### config.mk
export PLATFORM = sky130hd
export DESIGN_NAME = uart_channel_command_status
export DESIGN_NICKNAME = d
export VERILOG_FILES = /design/src/pkg/uart_channel_pkg.sv /design/src/rtl/clock_select_decode.sv /design/src/rtl/uart_channel_command_status.sv
export VERILOG_INCLUDE_DIRS = /design/src /design/src/pkg
export SDC_FILE = /design/constraint.sdc
export NUM_CORES = 1
export LEC_CHECK = 0
export BUFFER_PORTS_ARGS = -buffer_cell sky130_fd_sc_hd__buf_4
export CAP_MARGIN = 20
export CORE_UTILIZATION = 55
export DETAILED_ROUTE_END_ITERATION = 6
export PLACE_DENSITY = 0.86
export SYNTH_ARGS = -nofsm -noshare
export SYNTH_HDL_FRONTEND = slang
export SYNTH_SLANG_ARGS = --single-unit
### constraint.sdc
create_clock -name clk_sys -period 2.73 [get_ports clk_sys]
set_input_delay 0 -clock clk_sys [delete_from_list [all_inputs] [get_ports clk_sys]]
set_output_delay 0 -clock clk_sys [all_outputs]
set_load 0.05 [all_outputs]
### src/pkg/uart_channel_defines.svh
`ifndef UART_CHANNEL_DEFINES_SVH
`define UART_CHANNEL_DEFINES_SVH

`define CMD_OFFSET      4'h0
`define CLKSEL_OFFSET   4'h4
`define STATUS_OFFSET   4'h8
`define MODE1_OFFSET    4'hC

`define CMD_CODE_MSB    7
`define CMD_CODE_LSB    4
`define CMD_TX_DIS      3
`define CMD_TX_EN       2
`define CMD_RX_DIS      1
`define CMD_RX_EN       0
`define MODE1_PAR_MSB   4
`define MODE1_PAR_LSB   3
`define PAR_WAKE_UP     2'h3

`define CLKSEL_RESET    8'h00
`define MODE1_RESET     8'h00
`define FIFO_DEPTH      4'h8

`endif

### src/pkg/uart_channel_pkg.sv
package uart_channel_pkg;

  typedef enum logic [3:0] {
    CMD_NONE      = 4'h0,
    CMD_PTR_ONE   = 4'h1,
    CMD_RST_RX    = 4'h2,
    CMD_RST_TX    = 4'h3,
    CMD_RST_ERR   = 4'h4,
    CMD_RST_BRKCH = 4'h5,
    CMD_BRK_START = 4'h6,
    CMD_BRK_STOP  = 4'h7,
    CMD_RTS_ON    = 4'h8,
    CMD_RTS_OFF   = 4'h9,
    CMD_TMO_ON    = 4'hA,
    CMD_PTR_ZERO  = 4'hB,
    CMD_TMO_OFF   = 4'hC,
    CMD_BLK_ERR   = 4'hD,
    CMD_TEST_E    = 4'hE,
    CMD_TEST_F    = 4'hF
  } cmd_e;

  typedef enum logic [1:0] {
    BRK_IDLE = 2'b00,
    BRK_WAIT = 2'b01,
    BRK_ON   = 2'b10,
    BRK_MARK = 2'b11
  } break_state_e;

  typedef enum logic [1:0] {
    SRC_RATE_GEN = 2'b00,
    SRC_TIMER   = 2'b01,
    SRC_PIN_16X = 2'b10,
    SRC_PIN_1X  = 2'b11
  } clk_source_e;

  typedef struct packed {
    logic [7:0]       clksel;
    logic [7:0]       mode1;
    logic [31:0]      prdata;
    logic             rx_en;
    logic             tx_en;
    logic             tx_pend;
    logic             tx_empty;
    logic [3:0]       tx_cnt;
    logic [3:0]       rx_cnt;
    logic             held;
    logic [2:0]       held_err;
    logic [2:0]       rd_ptr;
    logic [2:0]       wr_ptr;
    logic [7:0][2:0]  err_mem;
    logic [2:0]       blk_err;
    logic             overrun;
    logic             brk_block;
    logic             brk_chg;
    logic             blk_mode;
    logic             tmo_mode;
    logic             mr_ptr;
    logic             rts_n;
    break_state_e     brk_st;
    logic             rx_rst;
    logic             tx_rst;
    logic             hunt;
    logic             ctr_stop;
    logic             ctr_rclr;
    logic             restart;
  } chan_state_s;

endpackage : uart_channel_pkg

### src/rtl/clock_select_decode.sv
`timescale 1ns/1ps
`default_nettype none

module clock_select_decode (
  input  wire logic [3:0]              code,
  input  wire logic                    rate_set,
  output var uart_channel_pkg::clk_source_e src,
  output logic [15:0]                  baud
);

  // Nibble codes 1101 to 1111 leave the rate generator; the rest name a rate.
  always_comb begin
    case (code)
      4'hD:    src = uart_channel_pkg::SRC_TIMER;
      4'hE:    src = uart_channel_pkg::SRC_PIN_16X;
      4'hF:    src = uart_channel_pkg::SRC_PIN_1X;
      default: src = uart_channel_pkg::SRC_RATE_GEN;
    endcase
  end

  // Both rate sets of the generator, chosen by rate_set, from a 3.6864 MHz reference.
  always_comb begin
    case (code)
      4'h0:    baud = rate_set ? 16'h004B : 16'h0032;
      4'h1:    baud = 16'h006E;
      4'h2:    baud = rate_set ? 16'h9600 : 16'h0086;
      4'h3:    baud = rate_set ? 16'h0096 : 16'h00C8;
      4'h4:    baud = 16'h012C;
      4'h5:    baud = 16'h0258;
      4'h6:    baud = 16'h04B0;
      4'h7:    baud = rate_set ? 16'h07D0 : 16'h041A;
      4'h8:    baud = 16'h0960;
      4'h9:    baud = 16'h12C0;
      4'hA:    baud = rate_set ? 16'h0708 : 16'h1C20;
      4'hB:    baud = 16'h2580;
      4'hC:    baud = rate_set ? 16'h4B00 : 16'h9600;
      default: baud = 16'h0000;
    endcase
  end

endmodule : clock_select_decode

`default_nettype wire

### src/rtl/uart_channel_command_status.sv
// Design decisions made here: the register offsets and register access over APB.
`timescale 1ns/1ps
`default_nettype none
`include "uart_channel_defines.svh"

module uart_channel_command_status (
  input  wire logic        clk_sys,
  input  wire logic        rst_n,
  input  wire logic        psel,
  input  wire logic        penable,
  input  wire logic        pwrite,
  input  wire logic [3:0]  paddr,
  input  wire logic [31:0] pwdata,
  output logic [31:0]      prdata,
  output logic             pready,
  output logic             pslverr,
  input  wire logic        rx_char_valid,
  input  wire logic        rx_char_break,
  input  wire logic        rx_char_parity_err,
  input  wire logic        rx_char_frame_err,
  input  wire logic        rx_char_ad_bit,
  input  wire logic        rx_fifo_read,
  input  wire logic        rx_line_mark_half,
  input  wire logic        peer_rx_load,
  input  wire logic        tx_load,
  input  wire logic        tx_char_taken,
  input  wire logic        tx_char_sent,
  input  wire logic        tx_bit_tick,
  input  wire logic        rate_set,
  output logic             rx_enable,
  output logic             rx_active,
  output logic             tx_enable,
  output logic             transmit_ready_flag,
  output logic             rx_reset,
  output logic             tx_reset,
  output logic             rx_hunt_start,
  output logic             tx_force_space,
  output logic             tx_hold_mark,
  output logic             request_to_send_out_n,
  output logic             mr_pointer,
  output logic             timeout_mode,
  output logic             counter_stop,
  output logic             counter_ready_clear,
  output logic             counter_restart,
  output logic             block_error_mode,
  output logic             break_change,
  output logic             wake_up_mode,
  output logic [1:0]       rx_clk_src,
  output logic [1:0]       tx_clk_src,
  output logic [15:0]      rx_baud,
  output logic [15:0]      tx_baud
);

  localparam uart_channel_pkg::chan_state_s ST_RST = '{
    clksel:  `CLKSEL_RESET,
    mode1:   `MODE1_RESET,
    rts_n:   1'b1,
    brk_st:  uart_channel_pkg::BRK_IDLE,
    default: '0
  };

  uart_channel_pkg::chan_state_s st_r;
  uart_channel_pkg::chan_state_s st_nxt;
  uart_channel_pkg::cmd_e        cmd_code;
  uart_channel_pkg::clk_source_e rx_src;
  uart_channel_pkg::clk_source_e tx_src;

  logic       wr_access;
  logic       cmd_wr;
  logic       mapped;
  logic       wake;
  logic       tx_ready;
  logic [2:0] head_err;
  logic [2:0] new_err;
  logic [7:0] status;

  // The bus never waits: setup latches read data, access completes.
  assign pready    = 1'b1;
  assign mapped    = (paddr == `CMD_OFFSET) || (paddr == `CLKSEL_OFFSET) ||
                     (paddr == `STATUS_OFFSET) || (paddr == `MODE1_OFFSET);
  assign pslverr   = psel && penable && !mapped;
  assign wr_access = psel && penable && pwrite && mapped;
  assign cmd_wr    = wr_access && (paddr == `CMD_OFFSET);
  assign cmd_code  = uart_channel_pkg::cmd_e'(pwdata[`CMD_CODE_MSB:`CMD_CODE_LSB]);

  assign wake = (st_r.mode1[`MODE1_PAR_MSB:`MODE1_PAR_LSB] == `PAR_WAKE_UP);
  assign tx_ready = st_r.tx_en && !st_r.tx_pend && (st_r.tx_cnt < `FIFO_DEPTH);
  assign head_err = (st_r.rx_cnt != 4'h0) ? st_r.err_mem[st_r.rd_ptr] : 3'h0;
  assign new_err  = {rx_char_break, rx_char_frame_err,
                     wake ? rx_char_ad_bit : rx_char_parity_err};

  // Break, framing and parity (the address bit in wake-up mode) follow the head character or the block sum.
  assign status = {st_r.blk_mode ? st_r.blk_err : head_err, st_r.overrun,
                   st_r.tx_empty, tx_ready,
                   st_r.rx_cnt == `FIFO_DEPTH, st_r.rx_cnt != 4'h0};

  always_comb begin
    st_nxt = st_r;
    st_nxt.rx_rst   = 1'b0;
    st_nxt.tx_rst   = 1'b0;
    st_nxt.hunt     = 1'b0;
    st_nxt.ctr_stop = 1'b0;
    st_nxt.ctr_rclr = 1'b0;
    st_nxt.restart  = 1'b0;

    if (psel && !penable) begin
      case (paddr)
        `STATUS_OFFSET: st_nxt.prdata = {24'h000000, status};
        `MODE1_OFFSET:  st_nxt.prdata = {24'h000000, st_r.mode1};
        default:        st_nxt.prdata = 32'h00000000;
      endcase
    end
    if (wr_access && (paddr == `CLKSEL_OFFSET)) begin
      st_nxt.clksel = pwdata[7:0];
    end
    if (wr_access && (paddr == `MODE1_OFFSET)) begin
      st_nxt.mode1 = pwdata[7:0];
    end

    // Clears come before the events so that a new event wins.
    if (cmd_wr && (cmd_code == uart_channel_pkg::CMD_RST_ERR)) begin
      st_nxt.blk_err = 3'h0;
      st_nxt.overrun = 1'b0;
      st_nxt.err_mem[st_r.rd_ptr] = 3'h0;
    end
    if (cmd_wr && (cmd_code == uart_channel_pkg::CMD_RST_BRKCH)) begin
      st_nxt.brk_chg = 1'b0;
    end

    // A read frees one entry; a waiting character moves in behind it.
    if (rx_fifo_read && (st_nxt.rx_cnt != 4'h0)) begin
      st_nxt.rd_ptr = st_nxt.rd_ptr + 3'h1;
      if (st_nxt.held) begin
        st_nxt.err_mem[st_nxt.wr_ptr] = st_nxt.held_err;
        st_nxt.wr_ptr  = st_nxt.wr_ptr + 3'h1;
        st_nxt.blk_err = st_nxt.blk_err | st_nxt.held_err;
        st_nxt.held    = 1'b0;
        st_nxt.restart = st_r.tmo_mode;
      end else begin
        st_nxt.rx_cnt = st_nxt.rx_cnt - 4'h1;
      end
    end

    if (st_r.brk_block && rx_line_mark_half) begin
      st_nxt.brk_block = 1'b0;
      st_nxt.brk_chg   = 1'b1;
    end
    if (rx_char_valid && (st_r.rx_en || wake) && !st_r.brk_block) begin
      if (rx_char_break) begin
        st_nxt.brk_block = 1'b1;
        st_nxt.brk_chg   = 1'b1;
      end
      if (st_nxt.rx_cnt < `FIFO_DEPTH) begin
        st_nxt.err_mem[st_nxt.wr_ptr] = new_err;
        st_nxt.wr_ptr  = st_nxt.wr_ptr + 3'h1;
        st_nxt.rx_cnt  = st_nxt.rx_cnt + 4'h1;
        st_nxt.blk_err = st_nxt.blk_err | new_err;
        st_nxt.restart = st_r.tmo_mode;
      end else if (!st_nxt.held) begin
        st_nxt.held     = 1'b1;
        st_nxt.held_err = new_err;
      end else begin
        st_nxt.held_err = new_err;
        st_nxt.overrun  = 1'b1;
      end
    end
    if (peer_rx_load && st_r.tmo_mode) begin
      st_nxt.restart = 1'b1;
    end

    // Transmitter queue bookkeeping.
    if (tx_char_taken && (st_nxt.tx_cnt != 4'h0)) begin
      st_nxt.tx_cnt = st_nxt.tx_cnt - 4'h1;
    end
    if (tx_load && tx_ready) begin
      st_nxt.tx_cnt   = st_nxt.tx_cnt + 4'h1;
      st_nxt.tx_empty = 1'b0;
    end
    if (tx_char_sent && (st_nxt.tx_cnt == 4'h0)) begin
      if (st_r.tx_pend) begin
        st_nxt.tx_en    = 1'b0;
        st_nxt.tx_pend  = 1'b0;
        st_nxt.tx_empty = 1'b0;
      end else if (st_r.tx_en) begin
        st_nxt.tx_empty = 1'b1;
      end
    end

    // Break generator.
    case (st_r.brk_st)
      uart_channel_pkg::BRK_IDLE: begin
        st_nxt.brk_st = uart_channel_pkg::BRK_IDLE;
      end
      uart_channel_pkg::BRK_WAIT: begin
        if (st_r.tx_empty && tx_bit_tick) begin
          st_nxt.brk_st = uart_channel_pkg::BRK_ON;
        end
      end
      uart_channel_pkg::BRK_ON: begin
        st_nxt.brk_st = uart_channel_pkg::BRK_ON;
      end
      uart_channel_pkg::BRK_MARK: begin
        if (tx_bit_tick) begin
          st_nxt.brk_st = uart_channel_pkg::BRK_IDLE;
        end
      end
      default: begin
        st_nxt.brk_st = uart_channel_pkg::BRK_IDLE;
      end
    endcase

    // Command field; every action of one write is taken together.
    if (cmd_wr) begin
      case (cmd_code)
        uart_channel_pkg::CMD_PTR_ONE: st_nxt.mr_ptr = 1'b1;
        uart_channel_pkg::CMD_PTR_ZERO: st_nxt.mr_ptr = 1'b0;
        uart_channel_pkg::CMD_RST_RX: begin
          st_nxt.rx_en     = 1'b0;
          st_nxt.rx_cnt    = 4'h0;
          st_nxt.rd_ptr    = 3'h0;
          st_nxt.wr_ptr    = 3'h0;
          st_nxt.held      = 1'b0;
          st_nxt.blk_err   = 3'h0;
          st_nxt.overrun   = 1'b0;
          st_nxt.brk_block = 1'b0;
          st_nxt.blk_mode  = 1'b0;
          st_nxt.rx_rst    = 1'b1;
        end
        uart_channel_pkg::CMD_RST_TX: begin
          st_nxt.tx_en    = 1'b0;
          st_nxt.tx_pend  = 1'b0;
          st_nxt.tx_cnt   = 4'h0;
          st_nxt.tx_empty = 1'b0;
          st_nxt.brk_st   = uart_channel_pkg::BRK_IDLE;
          st_nxt.tx_rst   = 1'b1;
        end
        uart_channel_pkg::CMD_BRK_START: begin
          if (st_r.tx_en && (st_r.brk_st == uart_channel_pkg::BRK_IDLE)) begin
            st_nxt.brk_st = uart_channel_pkg::BRK_WAIT;
          end
        end
        uart_channel_pkg::CMD_BRK_STOP: begin
          if (st_r.brk_st == uart_channel_pkg::BRK_ON) begin
            st_nxt.brk_st = uart_channel_pkg::BRK_MARK;
          end else if (st_r.brk_st == uart_channel_pkg::BRK_WAIT) begin
            st_nxt.brk_st = uart_channel_pkg::BRK_IDLE;
          end
        end
        uart_channel_pkg::CMD_RTS_ON:  st_nxt.rts_n = 1'b0;
        uart_channel_pkg::CMD_RTS_OFF: st_nxt.rts_n = 1'b1;
        uart_channel_pkg::CMD_TMO_ON: begin
          st_nxt.tmo_mode = 1'b1;
          st_nxt.ctr_stop = 1'b1;
          st_nxt.ctr_rclr = 1'b1;
        end
        uart_channel_pkg::CMD_TMO_OFF: st_nxt.tmo_mode = 1'b0;
        uart_channel_pkg::CMD_BLK_ERR: st_nxt.blk_mode = 1'b1;
        default: st_nxt.mr_ptr = st_nxt.mr_ptr;
      endcase
      // Only an underrun stops at once; the queued characters and the one in flight still go out.
      if (pwdata[`CMD_TX_DIS] && st_nxt.tx_en) begin
        if (st_nxt.tx_empty) begin
          st_nxt.tx_en   = 1'b0;
          st_nxt.tx_pend = 1'b0;
        end else begin
          st_nxt.tx_pend = 1'b1;
        end
        st_nxt.tx_empty = 1'b0;
      end
      if (pwdata[`CMD_TX_EN]) begin
        st_nxt.tx_en    = 1'b1;
        st_nxt.tx_pend  = 1'b0;
        st_nxt.tx_empty = 1'b1;
      end
      if (pwdata[`CMD_RX_DIS]) begin
        st_nxt.rx_en = 1'b0;
      end
      if (pwdata[`CMD_RX_EN]) begin
        st_nxt.rx_en = 1'b1;
        st_nxt.hunt  = !wake;
      end
    end
  end

  always_ff @(posedge clk_sys) begin
    if (!rst_n) begin
      st_r <= ST_RST;
    end else begin
      st_r <= st_nxt;
    end
  end

  clock_select_decode u_rx_clk (
    .code     (st_r.clksel[7:4]),
    .rate_set (rate_set),
    .src      (rx_src),
    .baud     (rx_baud)
  );

  clock_select_decode u_tx_clk (
    .code     (st_r.clksel[3:0]),
    .rate_set (rate_set),
    .src      (tx_src),
    .baud     (tx_baud)
  );

  assign prdata                = st_r.prdata;
  assign rx_enable             = st_r.rx_en;
  assign rx_active             = st_r.rx_en || wake;
  assign tx_enable             = st_r.tx_en;
  assign transmit_ready_flag   = tx_ready;
  assign rx_reset              = st_r.rx_rst;
  assign tx_reset              = st_r.tx_rst;
  assign rx_hunt_start         = st_r.hunt;
  assign tx_force_space        = (st_r.brk_st == uart_channel_pkg::BRK_ON);
  assign tx_hold_mark          = (st_r.brk_st == uart_channel_pkg::BRK_MARK);
  assign request_to_send_out_n = st_r.rts_n;
  assign mr_pointer            = st_r.mr_ptr;
  assign timeout_mode          = st_r.tmo_mode;
  assign counter_stop          = st_r.ctr_stop;
  assign counter_ready_clear   = st_r.ctr_rclr;
  assign counter_restart       = st_r.restart;
  assign block_error_mode      = st_r.blk_mode;
  assign break_change          = st_r.brk_chg;
  assign wake_up_mode          = wake;
  assign rx_clk_src            = rx_src;
  assign tx_clk_src            = tx_src;
endmodule : uart_channel_command_status

`default_nettype wire

=== Yosys cells after proc, flatten, opt, wreduce, memory -nomap -nowiden ===
Index checks and enable logic that the tools add are counted.

* Register bits: 112
* Input port bits: 54
* Output and inout port bits: 88
* Logic and storage cells: 243

* Add/subtract/negate cells: 7
* Order comparisons: 8
* Eq/ne operators: 51
* Mux-type cells: 81
* Bitwise logic cells: 5
* Reductions and logical operators: 55

{| class="wikitable"
|+ Operators with widths
! cell !! number
|-
| 16-bit one-hot mux with 13 select lines || 2
|-
| 4-bit == test, second input constant || 25
|-
| 33-bit two-way mux || 2
|-
| 30-bit two-way mux || 2
|-
| 4-bit by 3-bit == test with 1-bit output, second input constant || 13
|-
| 24-bit bitwise mux || 2
|-
| 7-bit two-way mux || 5
|-
| 16-bit two-way mux || 2
|-
| 28-bit two-way mux || 1
|-
| 3-bit demux with 3-bit select || 3
|-
| 3-bit two-way mux || 9
|-
| 1-bit logical AND || 26
|-
| 5-bit two-way mux || 5
|-
| 24-bit bitwise AND || 1
|-
| 4-bit by 2-bit == test with 1-bit output, second input constant || 6
|-
| 24-bit inverter || 1
|-
| 1-bit two-way mux || 19
|-
| 2-bit two-way mux || 9
|-
| 2-bit one-hot mux with 3 select lines || 3
|-
| 4-bit logical NOT || 4
|-
| 4-bit two-way mux || 4
|-
| 8-bit one-hot mux with 2 select lines || 1
|-
| 2-bit AND reduction || 7
|-
| 13-bit two-way mux || 1
|-
| other kinds (25) || 54
|}

=== Logic depth before layout (Yosys ltp) ===
Gate-level depths: netlist of the first run.

* Word-level depth: 20
* Gate-level depth with buffers: 10
* Gate-level depth less buffers: 10

=== Cells and area by module ===
From an unflattened synthesis of the first run, not the netlist that was laid out.

* Cells, all modules: 733
* Area, all modules: 5793.1 sq um

{| class="wikitable"
|+ Modules (own cells, without submodules)
! module !! times used !! cells each !! area an instance (sq um)
|-
| uart_channel_command_status || 1 || 577 || 4862.2
|-
| clock_select_decode || 2 || 78 || 465.4
|}

=== Least setup slack after synthesis of the first run ===
Ideal clock, no wire load.

* Path kind: register to output
* Start point: register st_r[107] (netlist name)
* End point: output tx_baud[11]
* Data arrival time: 3.176 ns
* Path slack: -0.446 ns
* Cell stages (with the launch flop): 4
* Buffers on the path: 1
* Path through: dfxtp_1 clkbuf_1 inv_1 a2111oi_0

* Word-level cells in the longest chain between the ends: 2
* Elaborated cells between the ends (all ways): 14
* Those cells by class: eq/ne (12); mux (1); reduce/logical (1)

{| class="wikitable"
|+ Ends and longest elaborated chain
! what !! line !! text
|-
| start: declaration || uart_channel_command_status.sv:62 || <nowiki>uart_channel_pkg::chan_state_s st_r;</nowiki>
|-
| start signal: assignment || uart_channel_command_status.sv:289 || <nowiki>st_r <= st_nxt;</nowiki>
|-
| 4-bit == test (tied with other cells) || clock_select_decode.sv:23 || <nowiki>case (code)</nowiki>
|-
| 16-bit one-hot mux with 13 select lines * || clock_select_decode.sv:23 ||
|-
| end: declaration || uart_channel_command_status.sv:51 || <nowiki>output logic [15:0] tx_baud</nowiki>
|}

Mark *: on every way between the ends. The rest lies on a longest branch, timed or not.

=== Worst setup path in the final report of the first run ===
* Start point: register st_r[52] (netlist name)
* End point: register st_r[18] (netlist name)

* Word-level cells in the longest chain between the ends: 10
* Elaborated cells between the ends (all ways): 15
* Those cells by class: add/sub (1); order compare (3); mux (8); reduce/logical (3)

{| class="wikitable"
|+ Ends and longest elaborated chain
! what !! line !! text
|-
| 4-bit nonzero test || uart_channel_command_status.sv:131 || <nowiki>if (rx_fifo_read && (st_nxt.rx_cnt != 4'h0)) begin</nowiki>
|-
| 1-bit logical AND || uart_channel_command_status.sv:131 ||
|-
| 33-bit two-way mux || uart_channel_command_status.sv:131 ||
|-
| 3-bit by 4-bit less-than comparator with 1-bit output (implied by the code) / 3-bit by 1-bit greater-or-equal comparator with 1-bit output (equally long branches) || uart_channel_command_status.sv:154 || <nowiki>st_nxt.err_mem[st_nxt.wr_ptr] = new_err;</nowiki>
|-
| 1-bit logical AND (implied by the code) || uart_channel_command_status.sv:154 ||
|-
| 3-bit two-way mux (implied by the code) || uart_channel_command_status.sv:154 ||
|-
| 3-bit demux with 3-bit select || uart_channel_command_status.sv:154 ||
|-
| 24-bit bitwise mux || uart_channel_command_status.sv:154 ||
|-
| 30-bit two-way mux || uart_channel_command_status.sv:153 || <nowiki>if (st_nxt.rx_cnt < `FIFO_DEPTH) begin</nowiki>
|-
| 33-bit two-way mux * || uart_channel_command_status.sv:148 || <nowiki>if (rx_char_valid && (st_r.rx_en || wake) && !st_r.brk_block) begin</nowiki>
|}

Marks and branches as above.
A chain may end at the register's enable or synchronous reset.

==> metrics.json, run 1 <==
{
  "status": {
    "run_status": "finished, final reports clean"
  },
  "grt": {
    "groute.layer.met3.usage": 0.0303,
    "groute.layer.met1.usage": 0.385,
    "top_usage_layer": "met2",
    "gr-usage-met2": 0.434,
    "grt_pass1_wl_mm": 25.4,
    "vias_in_the_first_global_route": 5186,
    "globalRouteTotalUtil": 0.275,
    "grt_antenna_before_repair": 0,
    "globalRouteOverflowTotal": 0,
    "largest_net_degree_at_the_start_of_global_routing": 43
  },
  "min_path": {
    "whs_path_cells": 3,
    "worstHoldPathType": "primary input to flip-flop"
  },
  "cts": {
    "cts_inserted_buffers": 9,
    "clock_sink_count": 87,
    "cts_tree": "done",
    "cts-root-buf": "clkbuf_8",
    "clkSlewWorstSetupHoldPaths_ps": 90,
    "clock_path_buffers": 2,
    "clock_latency_ps": 370,
    "htreeDepth": 3
  },
  "run": {
    "max_cap_violations": 0
  },
  "die": {
    "core_area_sq_um": 10900,
    "num_io_pins": 142,
    "chipHeight_um": 108,
    "initial_cell_density_of_the_core": 0.566,
    "die_x_um": 108,
    "core.rowCount": 38,
    "dieArea_sq_um": 11600
  },
  "worst_setup_path": {
    "critPathMostFrequentCell": "inv_1",
    "crit_path_max_fanout": 6,
    "crit_required_ps": 3020,
    "timing.setup.critical_path_class": "flip-flop to flip-flop",
    "critPathSlowestCell": "mux2i_4",
    "cp-start-kind": "flip-flop",
    "cpPeakStageDelay_ps": 410,
    "setup.worst_path.end_class": "flip-flop",
    "worstPathArrival_ps": 2830,
    "worst_r2r_path_depth": 8,
    "path_cells": "inv_1 -> ha_1 -> nor3b_4 -> nor3_4 -> mux2i_4 -> inv_1 -> a211oi_4 -> mux2i_1"
  },
  "place": {
    "finalWeightedCongestion": 0.855,
    "hpwlAfterDp_mm": 11.1,
    "count_of_port_buffers_added_during_placement": 92
  },
  "layout": {
    "finalNetCount": 916,
    "antennaDiodeCount": 0,
    "flow.area_growth_from_synthesis_pct": 15.3,
    "layout-drive-gt1-share": 0.170
  },
  "synth": {
    "synthesis.area_per_instance_sq_um": 7.86,
    "async_reset_ff_frac": 0,
    "netlist_area_sq_um": 6160,
    "ys.flop_type": "dfxtp_1",
    "yosys_register_bits": 87,
    "synth_enable_flop_cells": 0,
    "post_synth_inst_count": 783,
    "yosys.cell_types.count": 82,
    "synth.yosys.seq_area_share": 0.283,
    "synth.yosys.warnings": 0
  },
  "power": {
    "powerDensity_nw_per_um2": 513,
    "power.leakage_nw": 2.92,
    "vdd_ir_drop_max_v": 0.000650
  },
  "routing": {
    "number_of_iterations_in_the_first_detailed_routing_pass": 5,
    "drt-initial-drc-count": 825,
    "antenna_left": 0,
    "dr_total_vias": 5960,
    "detail_route.vias_per_cell": 5.98,
    "wl_per_cell_um": 16.4,
    "routed_wl_mm": 16.3,
    "drc": 0
  },
  "sta": {
    "post_route_setup_tns_ps": 0,
    "timing_hold_violations_final": 0,
    "period_needed_ps": 2540,
    "grt_setup_unrepaired": "false",
    "slew_violations": 0,
    "final-setup-viol-count": 0,
    "final_min_period_over_clock_period": 0.929,
    "worstMarginPinSlew_ps": 974,
    "maxSlewHeadroom": 0.350,
    "fin_hold_ws_ps": 11.5,
    "fmaxAchievable_mhz": 394,
    "fin_worst_skew_ps": 11.8
  }
}
[per-layer routing]
layer | wire length [um] | vias to the layer above
met2 | 7610 | 266
met3 | 1120 | 24
li1 | - | 2900
met5 | 0 | -
met1 | 7310 | 2770
met4 | 265 | 0
[power by group]
part	internal (mW)	total, mW	switching [mW]	leakage (nW)
logic	0.477	1.29	0.810	2.12
clock network	0.444	0.912	0.467	0.0988
registers	1.33	1.45	0.113	0.703
[kinds of logic (layout without fill, tap and decap cells)]
logic type / count (synthesis) / in the layout / share of synthesized area
muxes: 56 / 56 / 0.107
DFF: 87 / 87 / 0.283
AOI/OAI and AO/OA: 204 / 204 / 0.220
and+or+nand+nor: 283 / 283 / 0.246
buffers and inverters: 128 / 179 / 0.105
adders and majority gates: 8 / 8 / 0.0163
other: 2 / 25 / 0.00122
xor gates and xnor gates: 15 / 15 / 0.0213
[per-stage QoR]
stage / util / area (sq um) / instances / worst slack, ps / total power [mW]
4_1_cts: 0.651 / 7090 / 996 / 106 / 3.59
6_report: 0.652 / 7100 / 997 / 194 / 3.64
2_1_floorplan: - / 6240 / 806 / 175 / 2.49
3_5_place_dp: 0.619 / 6740 / 967 / 136 / 2.68
5_1_grt: 0.652 / 7100 / 997 / 22.2 / 3.85
3_3_place_gp: 0.619 / 6740 / 967 / 218 / 2.66
[synth_stat cells (7+ instances only)]
master     n  area [sq um]
dfxtp_1   87          1740
nor2_1    82           308
nand2_1   53           199
o21ai_0   48           240
a21oi_1   43           215
mux2i_1   43           430
inv_1     42           158
clkbuf_1  38           143
buf_4     36           270
a211oi_1  30           225
and2_1    26           163
nor3_1    20           100
nand2b_1  14          87.6
nand3_1   14          70.1
nor2b_1   12          75.1
a22oi_1   11          82.6
and3_1    11          68.8
nor3b_1   10          75.1
nor4_1     9          56.3
ha_1       8           100
o211ai_1   8          60.1
xnor2_1    8          70.1
a31oi_1    7          43.8
buf_2      7          35.0
xor2_1     7          61.3
[what timing repair did]
item	CTS	global route
hold endpoints to repair	25	0
gates resized for setup	0	1
setup buffers	0	1
setup endpoints to repair	0	6
hold buffers	15	0
[area by class of cell]
class / instances / area, sq um
clock buffers: 10 / 138
repair buffers: 122 / 953
flip-flops and latches: 87 / 1740
multi-input cells: 591 / 3870
fillers: 928 / 3790
well taps: 140 / 175
clock inverters: 4 / 56.3
inverters: 43 / 161
[critical path, delay by kind of cell, from the launching register on]
kind,cells,cell delay [ps]
mux,2,660
simple gates,2,540
flops,1,380
compound gates,1,380
buf+inv,2,280
fa+ha+maj,1,230
[registers in the layout, summed over array words and instances (netlist names)]
signal                 cells
st_r                      67
prdata                     8
block_error_mode           1
break_change               1
counter_restart            1
counter_stop               1
mr_pointer                 1
request_to_send_out_n      1
rx_enable                  1
rx_hunt_start              1
rx_reset                   1
timeout_mode               1
tx_enable                  1
tx_reset                   1
[layout by cell type (no fill, tap or decap), types with 25 or more instances in the layout]
cell | synthesis | routed
dfxtp_1 | 87 | 87
and2_1 | 26 | 26
a211oi_1 | 30 | 30
o21ai_0 | 48 | 48
mux2i_1 | 43 | 43
buf_4 | 36 | 107
nand2_1 | 53 | 53
a21oi_1 | 43 | 43
conb_1 | 2 | 25
nor2_1 | 82 | 82
inv_1 | 42 | 42
[worst paths after layout]
path                                start          endpoint  slack [ps]
worst min register to register   st_r[14]          st_r[14]         470
worst max-delay path             st_r[52]          st_r[18]         190
worst min-delay path            pwdata[4]  block_error_mode          10
worst max register to register   st_r[52]          st_r[18]         190
No activity file was read; power rests on OpenSTA's default activity.
==> run 2: changes to the inputs <==
Settings changed: ABC_AREA set to 1, CORE_UTILIZATION 55 to 54.
==> run 2 against run 1 <==
Net effect: power decreased by 3.7%; worst setup slack improved by 62 ps; critical path type unchanged; critical path depth increased by 10; maximum frequency increased by 2.5%; critical endpoint is now st_r[61].
==> metrics.json, run 2 <==
{
  "layout": {
    "layout.cells.most_common_list": "153 x nor2_1, 117 x inv_1, 117 x nand2_1",
    "final_cell_area_sq_um": 6570,
    "multi_input_area_sq_um": 3110,
    "finalNetCount": 997,
    "layout.area.seq_sq_um": 1740,
    "flow.area_growth_from_synthesis_pct": 17.9,
    "layout-drive-gt1-share": 0.166,
    "antennaDiodeCount": 0,
    "max_flop_register": "st_r",
    "layoutNonFillerInstCount": 1073,
    "n_fill_cell": 867,
    "largest_register_ff_count": 67,
    "final_common_cell": "nor2_1"
  },
  "die": {
    "num_io_pins": 142,
    "core.rowCount": 36,
    "core_area_sq_um": 9860,
    "initial_cell_density_of_the_core": 0.565,
    "die_x_um": 104,
    "dieArea_sq_um": 10700,
    "chipHeight_um": 104
  },
  "synth": {
    "largest_family_of_logic_cells_by_synthesized_area": "simple AND/OR/NAND/NOR gates",
    "synthesized_area_fraction_occupied_by_ao_oa_aoi_and_oai_cells": 0.210,
    "post-synth-top-area-cell": "dfxtp_1",
    "ys.flop_type": "dfxtp_1",
    "post_synth_inst_count": 841,
    "synth.yosys.seq_area_share": 0.313,
    "post_synth_main_area_contributors": "dfxtp_1 31%, nor2_1 10%, nand2_1 8.0%",
    "async_reset_ff_frac": 0,
    "yosys.cell_types.count": 49,
    "synthDominantCellAreaShare": 0.313,
    "synth.yosys.warnings": 0,
    "synthesis.area_per_instance_sq_um": 6.62,
    "post_synth_fa_ha_maj_area_fraction": 0.0180,
    "yosys_register_bits": 87,
    "yosys.area_share.xor_xnor": 0.0227,
    "netlist_area_sq_um": 5570,
    "yosys-mux-area-fraction": 0,
    "yosysMostFrequentCell": "nor2_1",
    "synth_enable_flop_cells": 0,
    "synthSimpleGateAreaFrac": 0.291,
    "synth.cells.most_frequent": "153 x nor2_1, 118 x nand2_1, 117 x inv_1"
  },
  "grt": {
    "vias_in_the_first_global_route": 5208,
    "globalRouteTotalUtil": 0.285,
    "globalRouteOverflowTotal": 0,
    "grt_pass1_wl_mm": 24.8,
    "largest_net_degree_at_the_start_of_global_routing": 46,
    "grt_antenna_before_repair": 0
  },
  "worst_setup_path": {
    "critPathMostFrequentCell": "nand2_1",
    "timing.critical_path.buf_inv": 2,
    "timing.setup.critical_path_class": "flip-flop to flip-flop",
    "worst_r2r_path_depth": 18,
    "critical_path_cell_count": 18,
    "worstPathArrival_ps": 2770,
    "crit_path_max_fanout": 5,
    "crit_required_ps": 3020,
    "critPathSlowestCell": "dfxtp_1",
    "critical-path-top-delay-family": "simple AND/OR/NAND/NOR gates",
    "path_cells": "inv_1 -> ha_1 -> nand2_1 -> nand2_2 -> nand2_1 -> nand2_1 -> ha_1 -> nand4_1 -> nand3_1 -> nand2_1 -> nand2_1 -> nor2_1 -> nand2_1 -> o21ai_2 -> inv_2 -> nand2_1 -> nand3_1 -> a21oi_1",
    "setup.worst_path.end_class": "flip-flop",
    "cp-start-kind": "flip-flop",
    "cpPeakStageDelay_ps": 350
  },
  "sta": {
    "worstMarginPinSlew_ps": 792,
    "post_route_setup_tns_ps": 0,
    "final-setup-viol-count": 0,
    "fmaxAchievable_mhz": 404,
    "timing_hold_violations_final": 0,
    "final_min_period_over_clock_period": 0.906,
    "grt_setup_unrepaired": "false",
    "maxSlewHeadroom": 0.470,
    "fin_worst_skew_ps": 12.6,
    "period_needed_ps": 2470,
    "slew_violations": 0,
    "timing.final.ws_setup_ps": 256
  },
  "cts": {
    "cts-root-buf": "clkbuf_8",
    "cts_inserted_buffers": 9,
    "clock_path_buffers": 2,
    "cts_tree": "done",
    "clkSlewWorstSetupHoldPaths_ps": 90,
    "clock_latency_ps": 370,
    "htreeDepth": 3,
    "clock_sink_count": 87
  },
  "run": {
    "max_cap_violations": 0
  },
  "place": {
    "count_of_port_buffers_added_during_placement": 92,
    "postPlaceCellArea_sq_um": 6220,
    "dp.cells": 1043,
    "post-place-ws_ps": 289,
    "finalWeightedCongestion": 0.975,
    "hpwlAfterDp_mm": 11.5
  },
  "routing": {
    "drt-initial-drc-count": 479,
    "number_of_iterations_in_the_first_detailed_routing_pass": 6,
    "dr_total_vias": 5785,
    "wl_per_cell_um": 14.1,
    "detail_route.vias_per_cell": 5.39,
    "drc": 0,
    "antenna_left": 0,
    "routed_wl_mm": 15.1
  },
  "power": {
    "pwr-share-seq": 0.396,
    "power_switching_share": 0.392,
    "powerDensity_nw_per_um2": 535,
    "power.leakage_nw": 2.93,
    "vdd_ir_drop_max_v": 0.000536,
    "power.share.clock": 0.258,
    "p_switching_mw": 1.38,
    "power_report.internal_total_mw": 2.13,
    "comb_power_share": 0.346
  },
  "min_path": {
    "whs_path_cells": 4,
    "worstHoldPathType": "primary input to flip-flop"
  },
  "status": {
    "run_status": "finished, final reports clean"
  }
}
run 2: power by group through the flow:
stage                     Combinational, mW  Sequential, mW  Clock (mW)
after floorplan                       0.933            1.41           0
after global placement                 1.14            1.41           0
after detailed placement               1.17            1.42           0
after CTS                              1.20            1.39       0.918
after global routing                   1.34            1.40       0.968
final                                  1.22            1.39       0.906
run 2: repair_timing:
action	4_1_cts	5_1_grt
hold buffers	14	0
endpoints found under the hold margin	28	0
buffers inserted	0	0
endpoints found under the setup margin	0	2
gates resized for setup	0	1
run 2: worst reg2reg max path, stage by stage (launching register included):
cell	delay (ps)
dfxtp_1	350
inv_1	90
ha_1	240
nand2_1	170
nand2_2	110
nand2_1	70
nand2_1	80
ha_1	190
nand4_1	100
nand3_1	80
nand2_1	100
nand2_1	50
nor2_1	120
nand2_1	130
o21ai_2	190
inv_2	70
nand2_1	70
nand3_1	60
a21oi_1	130
run 2: final cells by class:
type                       instances  area share
tap                              133      0.0253
timing repair buffer             112       0.133
inverter                         125      0.0719
multi-input combinational        600       0.474
sequential                        87       0.265
clock buffer                      10      0.0194
clock inverter                     6      0.0109
run 2: per-stage QoR:
stage          power (mW)   util  hold slack, ps
6_report             3.51  0.666            24.1
5_1_grt              3.70  0.666            42.7
4_1_cts              3.50  0.665            15.9
3_5_place_dp         2.59  0.631             272
3_3_place_gp         2.55  0.631             265
2_1_floorplan        2.34      -             135
run 2: cell families after synthesis:
group	after synthesis
xor+xnor	8
other cells	2
simple gates	361
flops	87
fa+ha+maj	8
compound gates	198
buf+inv	177
run 2: worst paths after layout:
| path | start | end | slack (ps) |
|---|---|---|---|
| max reg2reg | st_r[56] | st_r[61] | 260 |
| min reg2reg | st_r[98] | st_r[98] | 460 |
| min | paddr[2] | prdata[5] | 20 |
| max | st_r[56] | st_r[61] | 260 |
run 2: metal layers:
layer	vias to the layer above	GRT usage	routed length, um
li1	2906	-	-
met1	2578	0.359	6460
met2	253	0.465	7070
met3	48	0.0548	1080
met4	0	0.137	491
met5	-	0	0
==> run 3: changes to the inputs <==
Settings changed: CELL_PAD_IN_SITES_DETAIL_PLACEMENT set to 1, CELL_PAD_IN_SITES_GLOBAL_PLACEMENT set to 2, CORE_UTILIZATION 54 to 29, CTS_BUF_LIST set to sky130_fd_sc_hd__clkbuf_8, PLACE_DENSITY 0.86 to 0.87, SKIP_CTS_REPAIR_TIMING set to 1.
==> run 3 against run 2 <==
Net effect: the run now ends with hold timing left; critical path depth is the same; maximum frequency grew 2.9%; first-iteration DRC count shrank 48%; largest cell class unchanged; highest routed layer unchanged; clock-buffer cell count is the same; power shrank 1.9%; flip-flop and latch count is the same; clock power shrank 9.2%; hold slack lost 39 ps; largest power group unchanged; utilization shrank 31 points; combinational power is essentially flat.
==> metrics.json, run 3 (synthesis gave the netlist of run 2 again) <==
{
  "routing": {
    "antenna_left": 0,
    "wl_per_cell_um": 15.5,
    "drc": 0,
    "dr_total_vias": 5710,
    "number_of_iterations_in_the_first_detailed_routing_pass": 4,
    "detail_route.vias_per_cell": 4.86,
    "routed_wl_mm": 18.2,
    "drt-initial-drc-count": 251
  },
  "worst_setup_path": {
    "rr_startpoint": "st_r[56]",
    "r2r_setup_slack_ps": 320,
    "path_cells": "inv_1 -> ha_1 -> nand2_2 -> nand2_2 -> nand2_1 -> nand2_1 -> ha_1 -> nand4_1 -> nand3_1 -> nand2_1 -> nand2_1 -> nor2_1 -> nand2_2 -> o21ai_2 -> inv_2 -> nand2_1 -> nand3_1 -> a21oi_1",
    "cpPeakStageDelay_ps": 350,
    "critical-path-top-delay-family": "simple AND/OR/NAND/NOR gates",
    "startpoint": "st_r[56]",
    "crit_path_max_fanout": 5,
    "worst_r2r_path_depth": 18,
    "worst_setup_path_endpoint": "st_r[61]",
    "r2r_end": "st_r[61]",
    "setup.worst_path.end_class": "flip-flop",
    "critPathSlowestCell": "dfxtp_1",
    "cp-start-kind": "flip-flop",
    "timing.setup.critical_path_class": "flip-flop to flip-flop",
    "critPathMostFrequentCell": "nand2_1",
    "worstPathArrival_ps": 2720,
    "critical_path_cell_count": 18,
    "crit_required_ps": 3040,
    "timing.critical_path.buf_inv": 2
  },
  "layout": {
    "layout-drive-gt1-share": 0.171,
    "flow.area_growth_from_synthesis_pct": 19.9,
    "final_common_cell": "nor2_1",
    "max_flop_register": "st_r",
    "largest_register_ff_count": 67,
    "finalNetCount": 1000,
    "antennaDiodeCount": 0,
    "layout.cells.most_common_list": "153 x nor2_1, 118 x inv_1, 115 x nand2_1"
  },
  "grt": {
    "grt_antenna_before_repair": 0,
    "vias_in_the_first_global_route": 5511,
    "globalRouteOverflowTotal": 0,
    "globalRouteTotalUtil": 0.190,
    "grt_pass1_wl_mm": 29.4,
    "largest_net_degree_at_the_start_of_global_routing": 45
  },
  "cts": {
    "clock_path_buffers": 2,
    "clock_latency_ps": 380,
    "cts_tree": "done",
    "clkSlewWorstSetupHoldPaths_ps": 90,
    "clock_sink_count": 87,
    "cts-root-buf": "clkbuf_8",
    "htreeDepth": 3,
    "cts_inserted_buffers": 9
  },
  "power": {
    "powerDensity_nw_per_um2": 516,
    "power.leakage_nw": 2.94,
    "vdd_ir_drop_max_v": 0.000375,
    "power.total_mw": 3.44
  },
  "die": {
    "initial_cell_density_of_the_core": 0.297,
    "chipHeight_um": 141,
    "core_area_sq_um": 18800,
    "core.rowCount": 50,
    "die_x_um": 141,
    "dieArea_sq_um": 19800,
    "num_io_pins": 142
  },
  "sta": {
    "fmaxAchievable_mhz": 416,
    "slew_violations": 0,
    "maxSlewHeadroom": 0.540,
    "final-setup-viol-count": 0,
    "post_route_setup_tns_ps": 0,
    "period_needed_ps": 2410,
    "grt_setup_unrepaired": "false",
    "final_min_period_over_clock_period": 0.881,
    "timing_hold_violations_final": 2,
    "fin_hold_ws_ps": -14.8,
    "fin_worst_skew_ps": 12.2,
    "worstMarginPinSlew_ps": 688
  },
  "place": {
    "count_of_port_buffers_added_during_placement": 92,
    "finalWeightedCongestion": 0.860,
    "hpwlAfterDp_mm": 14.2
  },
  "status": {
    "violations_in_the_final_reports": "hold timing",
    "run_status": "finished, violations left"
  },
  "min_path": {
    "worstHoldPathType": "primary input to flip-flop"
  },
  "run": {
    "max_cap_violations": 0
  }
}
## run 3: cell count changes in the layout (fill, tap and decap cells not counted), sizes merged
cell         change
buf              +5
dlygate4sd3      -2
bufinv           -1
clkinv           -1
clkinvlp         -1
inv              +1
## run 3: layout make-up
type                            count  area (sq um)
Clock inverter                      4          25.0
Sequential cell                    87          1740
Inverter                          125           472
Clock buffer                       10           138
Multi-Input combinational cell    600          3120
Timing Repair Buffer              115           893
Fill cell                        2490         12100
Tap cell                          234           293
## run 3: tightest hold or removal path: stages
cell     delay (ps)
buf_4           120
nor2_1           60
a31oi_1         160
## run 3: how the worst min path moves through the flow
stage | from | to | slack [ps] | depth (start not counted)
final | pwdata[5] | timeout_mode | -10 | 3
after global routing | tx_bit_tick | st_r[6] | 7 | 4
after CTS | peer_rx_load | counter_restart | -140 | 3
after detailed placement | pwdata[1] | st_r[97] | 280 | 3
after global placement | peer_rx_load | counter_restart | 270 | 3
after floorplan | pwdata[0] | st_r[96] | 130 | 2
## run 3: per-layer routing
| layer | part of all wire | GRT usage | wire length, um | vias to the layer above |
|---|---|---|---|---|
| li1 | - | - | - | 2906 |
| met2 | 0.45 | 0.307 | 8240 | 123 |
| met3 | 0.039 | 0.0279 | 719 | 24 |
| met4 | 0.021 | 0.0721 | 390 | 0 |
| met1 | 0.49 | 0.257 | 8900 | 2657 |
| met5 | 0 | 0 | 0 | - |
## run 3: through the flow
step	instance area, sq um	utilization	std cells	setup WS, ps	hold WS (ps)
floorplan	5660	-	864	244	135
global placement	6390	0.340	1149	320	268
detailed placement	6390	0.340	1149	237	281
CTS	6550	0.349	1163	214	-144
global route	6680	0.356	1175	1.27	6.82
finish	6680	0.356	1175	325	-14.8
## run 3: report_power, final
part	total (mW)	switching, mW	internal (mW)
combinational	1.23	0.854	0.373
sequential	1.39	0.0563	1.34
clock	0.823	0.481	0.342
